### config.mk
export PLATFORM = sky130hd
export DESIGN_NAME = adcct_top
export DESIGN_NICKNAME = d
export VERILOG_FILES = /design/src/common/adcct_pkg.sv /design/src/rtl/adcct_top.sv /design/src/rtl/adcct_trig_detect.sv
export SDC_FILE = /design/constraint.sdc
export NUM_CORES = 1
export LEC_CHECK = 0
export ABC_CLOCK_PERIOD_IN_PS = 2700
export BUFFER_PORTS_ARGS = -buffer_cell sky130_fd_sc_hd__clkbuf_2
export CORE_AREA = 2 2 86 88
export DETAILED_ROUTE_END_ITERATION = 16
export DIE_AREA = 0 0 88 90
export PLACE_DENSITY = 0.76
export SKIP_LAST_GASP = 1
export SLEW_MARGIN = 20
export SYNTH_ARGS = -nofsm -noshare
export SYNTH_HDL_FRONTEND = slang
export SYNTH_SLANG_ARGS = --single-unit
### constraint.sdc
create_clock -name hclk -period 2.7 [get_ports hclk]
set_clock_uncertainty 0.1 [all_clocks]
set_input_delay 0.27 -clock hclk [delete_from_list [all_inputs] [get_ports hclk]]
set_output_delay 0.27 -clock hclk [all_outputs]
set_load 0.1 [all_outputs]
### src/common/adcct_pkg.sv
package adcct_pkg;

	// Register indices; byte offset from the module base is four times the index
	localparam logic [5:0] IDX_RSVD_A = 6'h00;
	localparam logic [5:0] IDX_RSVD_B = 6'h01;
	localparam logic [5:0] IDX_CTRL = 6'h02;
	localparam logic [5:0] IDX_R6H = 6'h1C;
	localparam logic [5:0] IDX_R6L = 6'h1D;
	localparam logic [5:0] IDX_R7H = 6'h1E;
	localparam logic [5:0] IDX_R7L = 6'h1F;
	localparam logic [5:0] IDX_CHAN_STAT = 6'h20;
	localparam logic [5:0] IDX_EVT_STAT = 6'h21;
	localparam logic [5:0] IDX_EVT_CLR = 6'h22;
	localparam logic [5:0] IDX_EVT_EN = 6'h23;

	// Control register fields
	localparam int CTL_PWR = 7;
	localparam int CTL_FCLR = 6;
	localparam int CTL_WPD = 5;
	localparam int CTL_TLE = 4;
	localparam int CTL_TPOL = 3;
	localparam int CTL_TEN = 2;
	localparam int CTL_IE = 1;
	localparam logic [7:1] CTRL_RESET = 7'h00;

	// Event status, clear and enable layout
	localparam int NUM_EVT = 2;
	localparam int EVT_SEQ = 0;
	localparam int EVT_TRIG = 1;
	localparam logic [NUM_EVT-1:0] EVT_RESET = 2'h0;

	// Result channels held here
	localparam int RES_W = 10;
	localparam int CHAN_W = 3;
	localparam int NUM_CHAN = 2;
	localparam int FIRST_CHAN = 6;
	localparam logic [9:0] RES_RESET = 10'h000;

	// Bus constants
	localparam logic [2:0] HSIZE_WORD = 3'h2;
	localparam logic [31:0] RDATA_RESET = 32'h0000_0000;

	// Analog recovery after power up or wait exit
	localparam int CLK_PERIOD_NS = 4;
	localparam int RECOVERY_NS = 1000;
	localparam int RECOVERY_CYC = (RECOVERY_NS + CLK_PERIOD_NS - 1) / CLK_PERIOD_NS;
	localparam int RCV_W = 9;

	typedef enum {PWR_OFF, PWR_RECOVER, PWR_READY} adcct_pwr_e;

endpackage : adcct_pkg

### src/rtl/adcct_top.sv
// How it works
// - Both reserved control locations read zero and ignore writes.
// - Writing the control register aborts the running sequence, starting none.
// - Control bit 7 powers converter on; recovery period follows before use.
// - Channel flag clears by status then result read, or with control bit 6 set any result access.
// - Control bit 5 set halts and powers down converter during wait.
// - After wait exit the interrupted conversion resumes; software discards result.
// - Control bit 2 enables external trigger taken from analog channel 7.
// - Bits 4,3 select falling, rising, low level or high level trigger.
// - Control bit 1 enables the sequence-complete interrupt request.
// - Control bit 0 reads sequence-complete flag when enabled, else zero; read-only.
// - Register bus address is module base plus register offset.
//
// The AHB-Lite interface to the registers was decided locally.
`timescale 1ns/100ps
module adcct_top
	import adcct_pkg::*;
#(
	parameter logic [31:0] BASE_ADDR = 32'h0000_0000
)
(
	input wire logic hclk,
	input wire logic hresetn,
	input wire logic hsel,
	input wire logic [31:0] haddr,
	input wire logic [1:0] htrans,
	input wire logic hwrite,
	input wire logic [2:0] hsize,
	input wire logic [31:0] hwdata,
	input wire logic hready,
	output logic hreadyout,
	output logic hresp,
	output logic [31:0] hrdata,
	input wire logic wait_mode,
	input wire logic trig_pin,
	input wire logic seq_done,
	input wire logic res_valid,
	input wire logic [CHAN_W-1:0] res_chan,
	input wire logic [RES_W-1:0] res_data,
	output logic conv_enable,
	output logic conv_settled,
	output logic conv_abort,
	output logic conv_trigger,
	output logic irq
);

	localparam int RCV_A = RECOVERY_CYC;
	localparam int RCV_A1 = RECOVERY_CYC + 1;

	logic [31:0] offs;
	logic [5:0] idx;
	logic acc;
	logic rd_en;
	logic wr_pend_reg;
	logic wr_pend_next;
	logic [5:0] wr_idx_reg;
	logic [5:0] wr_idx_next;
	logic [7:1] ctrl_reg;
	logic [7:1] ctrl_next;
	logic [NUM_EVT-1:0] evt_reg;
	logic [NUM_EVT-1:0] evt_next;
	logic [NUM_EVT-1:0] evt_clr;
	logic trig_en_reg;
	logic trig_en_next;
	logic abort_reg;
	logic abort_next;
	logic [31:0] hrdata_reg;
	logic [31:0] hrdata_next;
	logic [NUM_CHAN-1:0] chdone_reg;
	logic [RES_W-1:0] res_reg [NUM_CHAN];
	logic halt;
	logic run;
	adcct_pwr_e pwr_reg;
	adcct_pwr_e pwr_next;
	logic [RCV_W-1:0] cnt_reg;
	logic [RCV_W-1:0] cnt_next;
	logic trig_fire;

	assign offs = haddr - BASE_ADDR;
	assign idx = offs[7:2];
	assign acc = hsel & htrans[1] & hready & (offs[31:8] == 24'h00_0000)
		& (hsize == HSIZE_WORD);
	assign rd_en = acc & ~hwrite;

	// Bus, control and event registers
	always_comb begin
		wr_pend_next = acc & hwrite;
		wr_idx_next = idx;
		ctrl_next = ctrl_reg;
		trig_en_next = trig_en_reg;
		evt_clr = '0;
		abort_next = 1'b0;
		hrdata_next = hrdata_reg;
		if (wr_pend_reg) begin
			case (wr_idx_reg)
				IDX_CTRL: begin
					ctrl_next = hwdata[7:1];
					abort_next = 1'b1;
				end
				IDX_EVT_CLR: begin
					evt_clr = hwdata[NUM_EVT-1:0];
				end
				IDX_EVT_EN: begin
					ctrl_next[CTL_IE] = hwdata[EVT_SEQ];
					trig_en_next = hwdata[EVT_TRIG];
				end
				default: begin
					// Reserved and read-only locations drop writes
				end
			endcase
		end
		// A new event wins over a clear in the same cycle
		evt_next = (evt_reg & ~evt_clr) | {trig_fire, seq_done};
		if (rd_en) begin
			hrdata_next = 32'h0000_0000;
			case (idx)
				IDX_RSVD_A, IDX_RSVD_B: hrdata_next = 32'h0000_0000;
				IDX_CTRL: hrdata_next = {24'h00_0000, ctrl_next,
					ctrl_next[CTL_IE] & evt_reg[EVT_SEQ]};
				IDX_R6H: hrdata_next = {30'h0, res_reg[0][9:8]};
				IDX_R6L: hrdata_next = {24'h00_0000, res_reg[0][7:0]};
				IDX_R7H: hrdata_next = {30'h0, res_reg[1][9:8]};
				IDX_R7L: hrdata_next = {24'h00_0000, res_reg[1][7:0]};
				IDX_CHAN_STAT: hrdata_next = {24'h00_0000, chdone_reg, 6'h00};
				IDX_EVT_STAT: hrdata_next = {30'h0, evt_reg};
				IDX_EVT_EN: hrdata_next = {30'h0, trig_en_next, ctrl_next[CTL_IE]};
				default: hrdata_next = 32'h0000_0000;
			endcase
		end
	end

	always_ff @(posedge hclk or negedge hresetn) begin
		if (!hresetn) begin
			wr_pend_reg <= 1'b0;
			wr_idx_reg <= IDX_RSVD_A;
			ctrl_reg <= CTRL_RESET;
			trig_en_reg <= 1'b0;
			evt_reg <= EVT_RESET;
			abort_reg <= 1'b0;
			hrdata_reg <= RDATA_RESET;
		end else begin
			wr_pend_reg <= wr_pend_next;
			wr_idx_reg <= wr_idx_next;
			ctrl_reg <= ctrl_next;
			trig_en_reg <= trig_en_next;
			evt_reg <= evt_next;
			abort_reg <= abort_next;
			hrdata_reg <= hrdata_next;
		end
	end

	assign hreadyout = 1'b1;
	assign hresp = 1'b0;
	assign hrdata = hrdata_reg;
	assign conv_abort = abort_reg;
	assign irq = (ctrl_reg[CTL_IE] & evt_reg[EVT_SEQ])
		| (trig_en_reg & evt_reg[EVT_TRIG]);

	// Result registers and conversion-complete flags, one per channel
	for (genvar g = 0; g < NUM_CHAN; g++) begin : g_chan
		localparam logic [5:0] HI_IDX = 6'(IDX_R6H + 2 * g);
		localparam logic [5:0] LO_IDX = 6'(IDX_R6L + 2 * g);
		localparam logic [CHAN_W-1:0] CH = CHAN_W'(FIRST_CHAN + g);
		logic hit;
		logic res_acc;
		logic res_rd;
		logic clr;
		logic armed_reg;
		logic armed_next;
		logic chdone_next;
		logic [RES_W-1:0] res_next;

		always_comb begin
			hit = res_valid & (res_chan == CH);
			res_acc = acc & ((idx == HI_IDX) | (idx == LO_IDX));
			res_rd = res_acc & ~hwrite;
			if (ctrl_reg[CTL_FCLR]) begin
				clr = res_acc;
			end else begin
				clr = armed_reg & res_rd;
			end
			chdone_next = hit | (chdone_reg[g] & ~clr);
			armed_next = chdone_next & ((rd_en & (idx == IDX_CHAN_STAT) & chdone_reg[g])
				| (armed_reg & ~clr));
			res_next = hit ? res_data : res_reg[g];
		end

		always_ff @(posedge hclk or negedge hresetn) begin
			if (!hresetn) begin
				chdone_reg[g] <= 1'b0;
				armed_reg <= 1'b0;
				res_reg[g] <= RES_RESET;
			end else begin
				chdone_reg[g] <= chdone_next;
				armed_reg <= armed_next;
				res_reg[g] <= res_next;
			end
		end

		fast_clear_a: assert property (@(posedge hclk) disable iff (!hresetn)
			ctrl_reg[CTL_FCLR] && res_acc && !hit |=> !chdone_reg[g])
			else $error("fast clear left channel flag set");
		normal_hold_a: assert property (@(posedge hclk) disable iff (!hresetn)
			!ctrl_reg[CTL_FCLR] && !armed_reg && chdone_reg[g] |=> chdone_reg[g])
			else $error("channel flag cleared without status read first");
	end

	// Power and recovery sequencing
	assign halt = wait_mode & ctrl_reg[CTL_WPD];
	assign run = ctrl_reg[CTL_PWR] & ~halt;

	always_comb begin
		pwr_next = pwr_reg;
		cnt_next = cnt_reg;
		case (pwr_reg)
			PWR_OFF: begin
				cnt_next = '0;
				if (run) begin
					pwr_next = PWR_RECOVER;
				end
			end
			PWR_RECOVER: begin
				if (!run) begin
					pwr_next = PWR_OFF;
				end else if (cnt_reg == RCV_W'(RECOVERY_CYC - 1)) begin
					pwr_next = PWR_READY;
				end else begin
					cnt_next = cnt_reg + 1'b1;
				end
			end
			PWR_READY: begin
				if (!run) begin
					pwr_next = PWR_OFF;
				end
			end
			default: begin
				pwr_next = PWR_OFF;
			end
		endcase
	end

	always_ff @(posedge hclk or negedge hresetn) begin
		if (!hresetn) begin
			pwr_reg <= PWR_OFF;
			cnt_reg <= '0;
		end else begin
			pwr_reg <= pwr_next;
			cnt_reg <= cnt_next;
		end
	end

	assign conv_enable = (pwr_reg != PWR_OFF);
	assign conv_settled = (pwr_reg == PWR_READY);

	adcct_trig_detect u_trig (
		.hclk(hclk),
		.hresetn(hresetn),
		.trig_in(trig_pin),
		.trigger_enable(ctrl_reg[CTL_TEN]),
		.trigger_level_select(ctrl_reg[CTL_TLE]),
		.trigger_polarity(ctrl_reg[CTL_TPOL]),
		.trig_fire(trig_fire)
	);
	assign conv_trigger = trig_fire;

	rsvd_read_zero_a: assert property (@(posedge hclk) disable iff (!hresetn)
		rd_en && (idx == IDX_RSVD_A || idx == IDX_RSVD_B) |=> hrdata == 32'h0000_0000)
		else $error("reserved location read nonzero");
	ctrl_abort_a: assert property (@(posedge hclk) disable iff (!hresetn)
		wr_pend_reg && wr_idx_reg == IDX_CTRL |=> conv_abort)
		else $error("control write did not abort");
	abort_cause_a: assert property (@(posedge hclk) disable iff (!hresetn)
		conv_abort |-> $past(wr_pend_reg) && $past(wr_idx_reg) == IDX_CTRL)
		else $error("abort without a control write");
	power_recover_a: assert property (@(posedge hclk) disable iff (!hresetn)
		$rose(conv_settled) |-> $past(conv_enable, RCV_A) && !$past(conv_enable, RCV_A1))
		else $error("recovery period length wrong");
	wait_halt_a: assert property (@(posedge hclk) disable iff (!hresetn)
		halt |=> !conv_enable && !conv_settled)
		else $error("converter kept running in wait with power down");
	wait_resume_a: assert property (@(posedge hclk) disable iff (!hresetn)
		$fell(halt) && ctrl_reg[CTL_PWR] |=> conv_enable && !conv_settled)
		else $error("conversion did not resume after wait");
	seq_irq_a: assert property (@(posedge hclk) disable iff (!hresetn)
		seq_done && ctrl_reg[CTL_IE]
		&& !(wr_pend_reg && (wr_idx_reg == IDX_EVT_EN || wr_idx_reg == IDX_CTRL)) |=> irq)
		else $error("sequence complete raised no interrupt");
	irq_hold_a: assert property (@(posedge hclk) disable iff (!hresetn)
		irq && !(wr_pend_reg && (wr_idx_reg == IDX_EVT_CLR || wr_idx_reg == IDX_EVT_EN
		|| wr_idx_reg == IDX_CTRL)) |=> irq)
		else $error("interrupt dropped before clear");
	flag_read_a: assert property (@(posedge hclk) disable iff (!hresetn)
		rd_en && idx == IDX_CTRL && !wr_pend_reg
		|=> hrdata[0] == ($past(ctrl_reg[CTL_IE]) && $past(evt_reg[EVT_SEQ])))
		else $error("control bit 0 read wrong");

endmodule : adcct_top

### src/rtl/adcct_trig_detect.sv
`timescale 1ns/100ps
module adcct_trig_detect
	import adcct_pkg::*;
(
	input wire logic hclk,
	input wire logic hresetn,
	input wire logic trig_in,
	input wire logic trigger_enable,
	input wire logic trigger_level_select,
	input wire logic trigger_polarity,
	output logic trig_fire
);

	logic prev_reg;
	logic prev_next;
	logic fire_reg;
	logic fire_next;

	always_comb begin
		prev_next = trig_in;
		fire_next = 1'b0;
		if (trigger_enable) begin
			if (trigger_level_select) begin
				fire_next = (trig_in == trigger_polarity);
			end else if (trigger_polarity) begin
				fire_next = trig_in & ~prev_reg;
			end else begin
				fire_next = ~trig_in & prev_reg;
			end
		end
	end

	always_ff @(posedge hclk or negedge hresetn) begin
		if (!hresetn) begin
			prev_reg <= 1'b0;
			fire_reg <= 1'b0;
		end else begin
			prev_reg <= prev_next;
			fire_reg <= fire_next;
		end
	end

	assign trig_fire = fire_reg;

	trig_level_a: assert property (@(posedge hclk) disable iff (!hresetn)
		trigger_enable && trigger_level_select && (trig_in == trigger_polarity) |=> trig_fire)
		else $error("level trigger not fired");
	trig_edge_a: assert property (@(posedge hclk) disable iff (!hresetn)
		!trigger_enable || (!trigger_level_select && (trig_in == $past(trig_in)))
		|=> !trig_fire)
		else $error("trigger fired while disabled or without an edge");

endmodule : adcct_trig_detect
==> impl_metrics.py, run 1 <==
metrics = {
    "critical_path": {
        "required_ns": 2.85,
        "path_class": "input port to register",
        "arrival_ns": 2.34,
        "rr_startpoint": "cnt_reg[0]",
        "worstPathMaxFanout": 5,
        "start_kind": "input port",
        "crit_path_start": "haddr[6]",
        "end_kind": "register",
    },
    "cells_and_area": {
        "mostFrequentLayoutCells": "clkbuf_2, nand2_1, dfrtp_1",
        "antenna_cells": 0,
        "layout_commonest_cell": "clkbuf_2",
        "largest_reg_flops": 20,
        "fillers": 640,
        "final_cell_area_um2": 3870,
        "nNetsFinal": 499,
        "drive_gt1_share_pct": 29.0,
        "areaGrowthSynthToFinish_pct": 21.8,
    },
    "sta": {
        "max_freq_mhz": 457,
        "worstMarginPinSlew_ns": 0.818,
        "hold_viol": 0,
        "setup_violations": 0,
        "slew_violations": 0,
        "fin_crit_ns": 2.19,
        "rsz0062_at_grt": "false",
        "fin_crit_sh_pct": 81.1,
        "fin_setup_tns_ns": 0,
        "relSlewSlack_pct": 45.4,
    },
    "yosys": {
        "synth_area_leader_cell": "dfrtp_1",
        "synth.area.top_cells": "dfrtp_1, nand2_1, buf_4",
        "synth_edf_count": 0,
        "synthesis.area_um2": 3180,
        "yosysTopAreaCellShare_pct": 49.5,
        "synth-seq-cells": 63,
        "syn_avg_cell_area_um2": 10.0,
        "seq_area_frac_synth_pct": 49.5,
        "yosysUniqueCellTypes": 53,
        "synthArstFlopShare_pct": 100,
        "ys.warnings.count": 0,
        "syn_inst": 318,
        "ys.flop_type": "dfrtp_1",
    },
    "detailed_routing": {
        "finalWirelength_um": 6850,
        "topRoutingLayerUsed": "met4",
        "wl_met2_um": 3530,
        "viasPerCell": 4.96,
        "drc": 0,
        "firstDrtPassIters": 5,
        "met1Wirelength_um": 2910,
        "route.met3.wl_um": 312,
        "antenna_left": 0,
        "avgRoutedWirePerCell_um": 13.4,
        "drtIter0Drc": 73,
        "num_vias": 2532,
    },
    "placed_design": {
        "gp_congestion": 0.802,
        "place_hpwl_um": 5100,
        "placed_area_um2": 3580,
        "port_buffers": 76,
    },
    "power": {
        "ir_drop_mv": 0.394,
        "p_leak_nw": 2.00,
        "p_per_area_nw_per_um2": 617,
    },
    "floorplan": {
        "dieHeight_um": 90,
        "dieArea_um2": 7920,
        "initial_core_util_pct": 45.3,
        "core_um2": 7020,
        "fp.dieW_um": 88,
        "num_rows": 31,
        "io_pins": 130,
    },
    "cts": {
        "cts_root_buffer": "clkbuf_8",
        "clk_latency_ns": 0.34,
        "cts_tree": "yes",
        "cts_buffer_depth": 2,
        "clk_pin_slew_worst_paths_ns": 0.07,
        "numCtsBuffers": 9,
        "clock_sinks": 63,
        "cts_resized": 0,
        "h-tree-depth": 3,
    },
    "global_routing": {
        "antenna_found_initial": 0,
        "grt_max_degree": 34,
        "grt_use_total_pct": 18.7,
        "grt_pass1_wl_um": 11400,
        "grt_overflow": 0,
        "grt_pass1_vias": 2414,
    },
    "min_path": {
        "min_path_type": "input port to register",
        "worstHoldStart": "res_data[1]",
    },
    "run_status": {
        "status": "finished, final reports clean",
    },
    "flow_run": {
        "max-cap-violations": 0,
    },
}
metal layers:
metal / vias up / GRT usage, %
met5: - / 0
met4: 0 / 6.54
met3: 8 / 5.42
met2: 55 / 30.4
met1: 1240 / 23.7
li1: 1229 / -
power breakdown:
part           internal [mW]  leakage, nW  total, mW  switching, mW
Clock                  0.570        0.114      0.920          0.351
Sequential              1.02        0.770       1.06         0.0442
Combinational          0.116         1.12      0.411          0.295
Total                   1.70         2.00       2.39          0.690
cell usage after synthesis (2+ instances only):
cell,n
nand3_1,6
a222oi_1,3
nor3_1,8
xnor2_1,2
nand2b_1,2
xor2_1,3
a22o_1,7
mux2_4,2
mux2_2,14
mux2i_1,4
dfrtp_1,63
conb_1,2
and3_1,2
buf_4,27
nor2_1,17
nor4_1,5
o21ai_0,6
inv_1,16
a22oi_1,4
a21o_1,3
ha_1,2
nor4b_1,3
nand4b_1,2
a221o_1,2
clkbuf_1,7
nand4_1,4
nand2_1,66
nor2b_1,2
a21oi_1,10
critical path, stage by stage:
cell and delay [ns]:
dlygate4sd3_1 0.54, clkbuf_2 0.15, nor3_1 0.16, nor4bb_1 0.61, buf_4 0.25, a32o_1 0.12, a222oi_1 0.07, o21ai_0 0.17
area by class of cell:
type	count	area (µm²)	area share, %
sequential	63	1580	40.7
multi-input combinational	228	1400	36.2
timing repair buffer	88	488	12.6
clock buffer	13	159	4.10
tap	99	124	3.20
clock inverter	3	65.1	1.68
inverter	16	60.1	1.55
worst paths after layout:
check	endpoint	slack, ns	cells after the start
worst max register to register	cnt_reg[2]	0.71	6
max in group asynchronous	evt_reg[0]	1.28	3
worst min-delay path	res_reg[1]	0.03	3
min in group asynchronous	pwr_reg[1]	0.46	2
worst max-delay path	hrdata[0]	0.51	8
worst min register to register	evt_reg[1]	0.36	1
cells by family (layout without fill, tap and decap cells):
group	count (synthesis)	count (layout)	synth area share, %
other	2	26	0.236
adder cells (fa/ha/maj)	2	2	0.786
multiplexers	22	22	8.69
buffers and inverters	51	120	9.20
AO/OA/AOI/OAI	44	44	10.5
flip-flops	63	63	49.5
AND/OR/NAND/NOR	129	129	19.7
XOR/XNOR	5	5	1.38
through the flow:
step | power (mW) | utilization (%) | hold slack, ns | setup WS [ns] | cells
after floorplan | 1.39 | - | -0.126 | 0.270 | 342
after global placement | 1.47 | 51.0 | 0.289 | 0.734 | 487
after detailed placement | 1.48 | 51.0 | 0.296 | 0.714 | 487
after CTS | 2.41 | 55.2 | 0.0167 | 0.521 | 510
after global routing | 2.49 | 55.2 | 0.0310 | 0.379 | 510
final | 2.39 | 55.2 | 0.0335 | 0.511 | 510
repair_timing:
item                                   4_1_cts  5_1_grt
hold buffers                                 7        0
endpoints found under the hold margin       37        0
setup buffers                                0        0
Power figures use the tool's default switching activity.
==> inputs of run 2 (changes only) <==
Settings changed: ABC_CLOCK_PERIOD_IN_PS 2700 to 2000, CORE_AREA 2 2 86 88 to 2 2 89 91, DIE_AREA 0 0 88 90 to 0 0 91 93, PLACE_DENSITY 0.76 to 0.75.
Clock period 2.7 ns to 2 ns, I/O delays scaled along.
==> run 2 against run 1 <==
Hold slack got worse by 0.0047 ns. Sequential power increased by 35%. Non-clock buffer count is 18 higher. Critical path type unchanged. Critical endpoint is now hrdata[1].
==> impl_metrics.py, run 2 (synthesis results as in run 1) <==
metrics = {
    "critical_path": {
        "arrival_ns": 2.10,
        "worstPathMaxFanout": 5,
        "path_class": "input port to register",
        "crit_path_top_delay_cell": "or4b_1",
        "cp_top_family": "simple AND/OR/NAND/NOR gates",
        "end_kind": "register",
        "start_kind": "input port",
        "required_ns": 2.17,
        "critPathBufInv": 2,
        "path_cells": "dlygate4sd3_1, clkbuf_2, or4b_1, nor3_1, a22o_1, a221o_1, mux2_4",
        "max_stage_delay_ns": 0.60,
    },
    "run_status": {
        "status": "finished, final reports clean",
    },
    "detailed_routing": {
        "wl_met2_um": 3800,
        "avgRoutedWirePerCell_um": 13.7,
        "met1Wirelength_um": 3040,
        "drtIter0Drc": 107,
        "topRoutingLayerUsed": "met4",
        "route.met3.wl_um": 349,
        "viasPerCell": 4.91,
        "antenna_left": 0,
        "firstDrtPassIters": 4,
        "finalWirelength_um": 7300,
        "drc": 0,
        "num_vias": 2605,
    },
    "floorplan": {
        "fp.dieW_um": 91,
        "initial_core_util_pct": 42.3,
        "dieHeight_um": 93,
        "dieArea_um2": 8460,
        "io_pins": 130,
        "core_um2": 7530,
        "num_rows": 32,
    },
    "cts": {
        "numCtsBuffers": 9,
        "cts_buffer_depth": 2,
        "clk_latency_ns": 0.34,
        "clock_sinks": 63,
        "h-tree-depth": 3,
        "cts_root_buffer": "clkbuf_8",
        "clk_pin_slew_worst_paths_ns": 0.07,
        "cts_tree": "yes",
    },
    "sta": {
        "fin_setup_tns_ns": 0,
        "fin_crit_ns": 1.94,
        "worstMarginPinSlew_ns": 0.551,
        "slew_violations": 0,
        "holdWs_ns": 0.0287,
        "relSlewSlack_pct": 63.4,
        "setup_violations": 0,
        "fin_crit_sh_pct": 96.8,
        "hold_viol": 0,
        "max_freq_mhz": 517,
        "rsz0062_at_grt": "true",
    },
    "global_routing": {
        "grt_use_total_pct": 18.4,
        "grt_pass1_vias": 2752,
        "grt_max_degree": 64,
        "grt_pass1_wl_um": 12500,
        "antenna_found_initial": 0,
        "grt_overflow": 0,
    },
    "cells_and_area": {
        "antenna_cells": 0,
        "layout_commonest_cell": "clkbuf_2",
        "largest_reg_flops": 20,
        "mostFrequentLayoutCells": "clkbuf_2, nand2_1, dfrtp_1",
        "drive_gt1_share_pct": 30.8,
        "final_cell_area_um2": 4020,
        "areaGrowthSynthToFinish_pct": 26.3,
        "nNetsFinal": 517,
    },
    "placed_design": {
        "placed_area_um2": 3660,
        "place_hpwl_um": 5290,
        "gp_congestion": 0.809,
        "port_buffers": 76,
    },
    "power": {
        "p_per_area_nw_per_um2": 747,
        "ir_drop_mv": 0.368,
        "p_leak_nw": 2.07,
    },
    "min_path": {
        "min_path_type": "input port to register",
    },
    "flow_run": {
        "max-cap-violations": 0,
    },
}
-- run 2: per-stage QoR --
stage	cells	power, mW	util [%]	setup WS, ns
floorplan	342	1.88	-	0.110
global placement	498	1.99	48.6	0.113
detailed placement	498	2.01	48.6	0.0679
CTS	531	3.03	53.2	0.00582
global route	531	3.14	53.4	-0.0284
finish	531	3.00	53.4	0.0639
-- run 2: per-layer routing --
layer | global-route usage, % | up-vias
met3 | 5.08 | 10
met5 | 0 | -
li1 | - | 1269
met2 | 32.8 | 74
met4 | 5.93 | 0
met1 | 21.7 | 1252
-- run 2: repair_timing --
action,4_1_cts,5_1_grt
resized for setup,0,4
endpoints found under the hold margin,89,0
setup endpoints to repair,0,9
buffers inserted,0,0
hold buffers,17,0
-- run 2: worst paths after layout --
check	startpoint	end	slack, ns	depth (start not counted)
max	haddr[5]	hrdata[1]	0.06	7
min	hwdata[4]	ctrl_reg[4]	0.03	2
max reg2reg	wr_idx_reg[4]	hrdata[1]	0.12	5
min reg2reg	res_reg[14]	res_reg[14]	0.37	2
max in group asynchronous	hresetn	res_reg[18]	1.20	3
min in group asynchronous	hresetn	pwr_reg[0]	0.29	3
-- run 2: final cells by class --
class | count | area (µm²)
fillers | 708 | 3510
flip-flops and latches | 63 | 1580
multi-input cells | 228 | 1420
repair buffers | 106 | 661
clock buffers | 13 | 159
well taps | 102 | 128
inverters | 16 | 60.1
clock inverters | 3 | 17.5
-- run 2: report_power, final --
group	switching (mW)	internal [mW]	leakage (nW)
clock	0.468	0.514	0.0894
sequential	0.0573	1.37	0.770
combinational	0.412	0.179	1.21
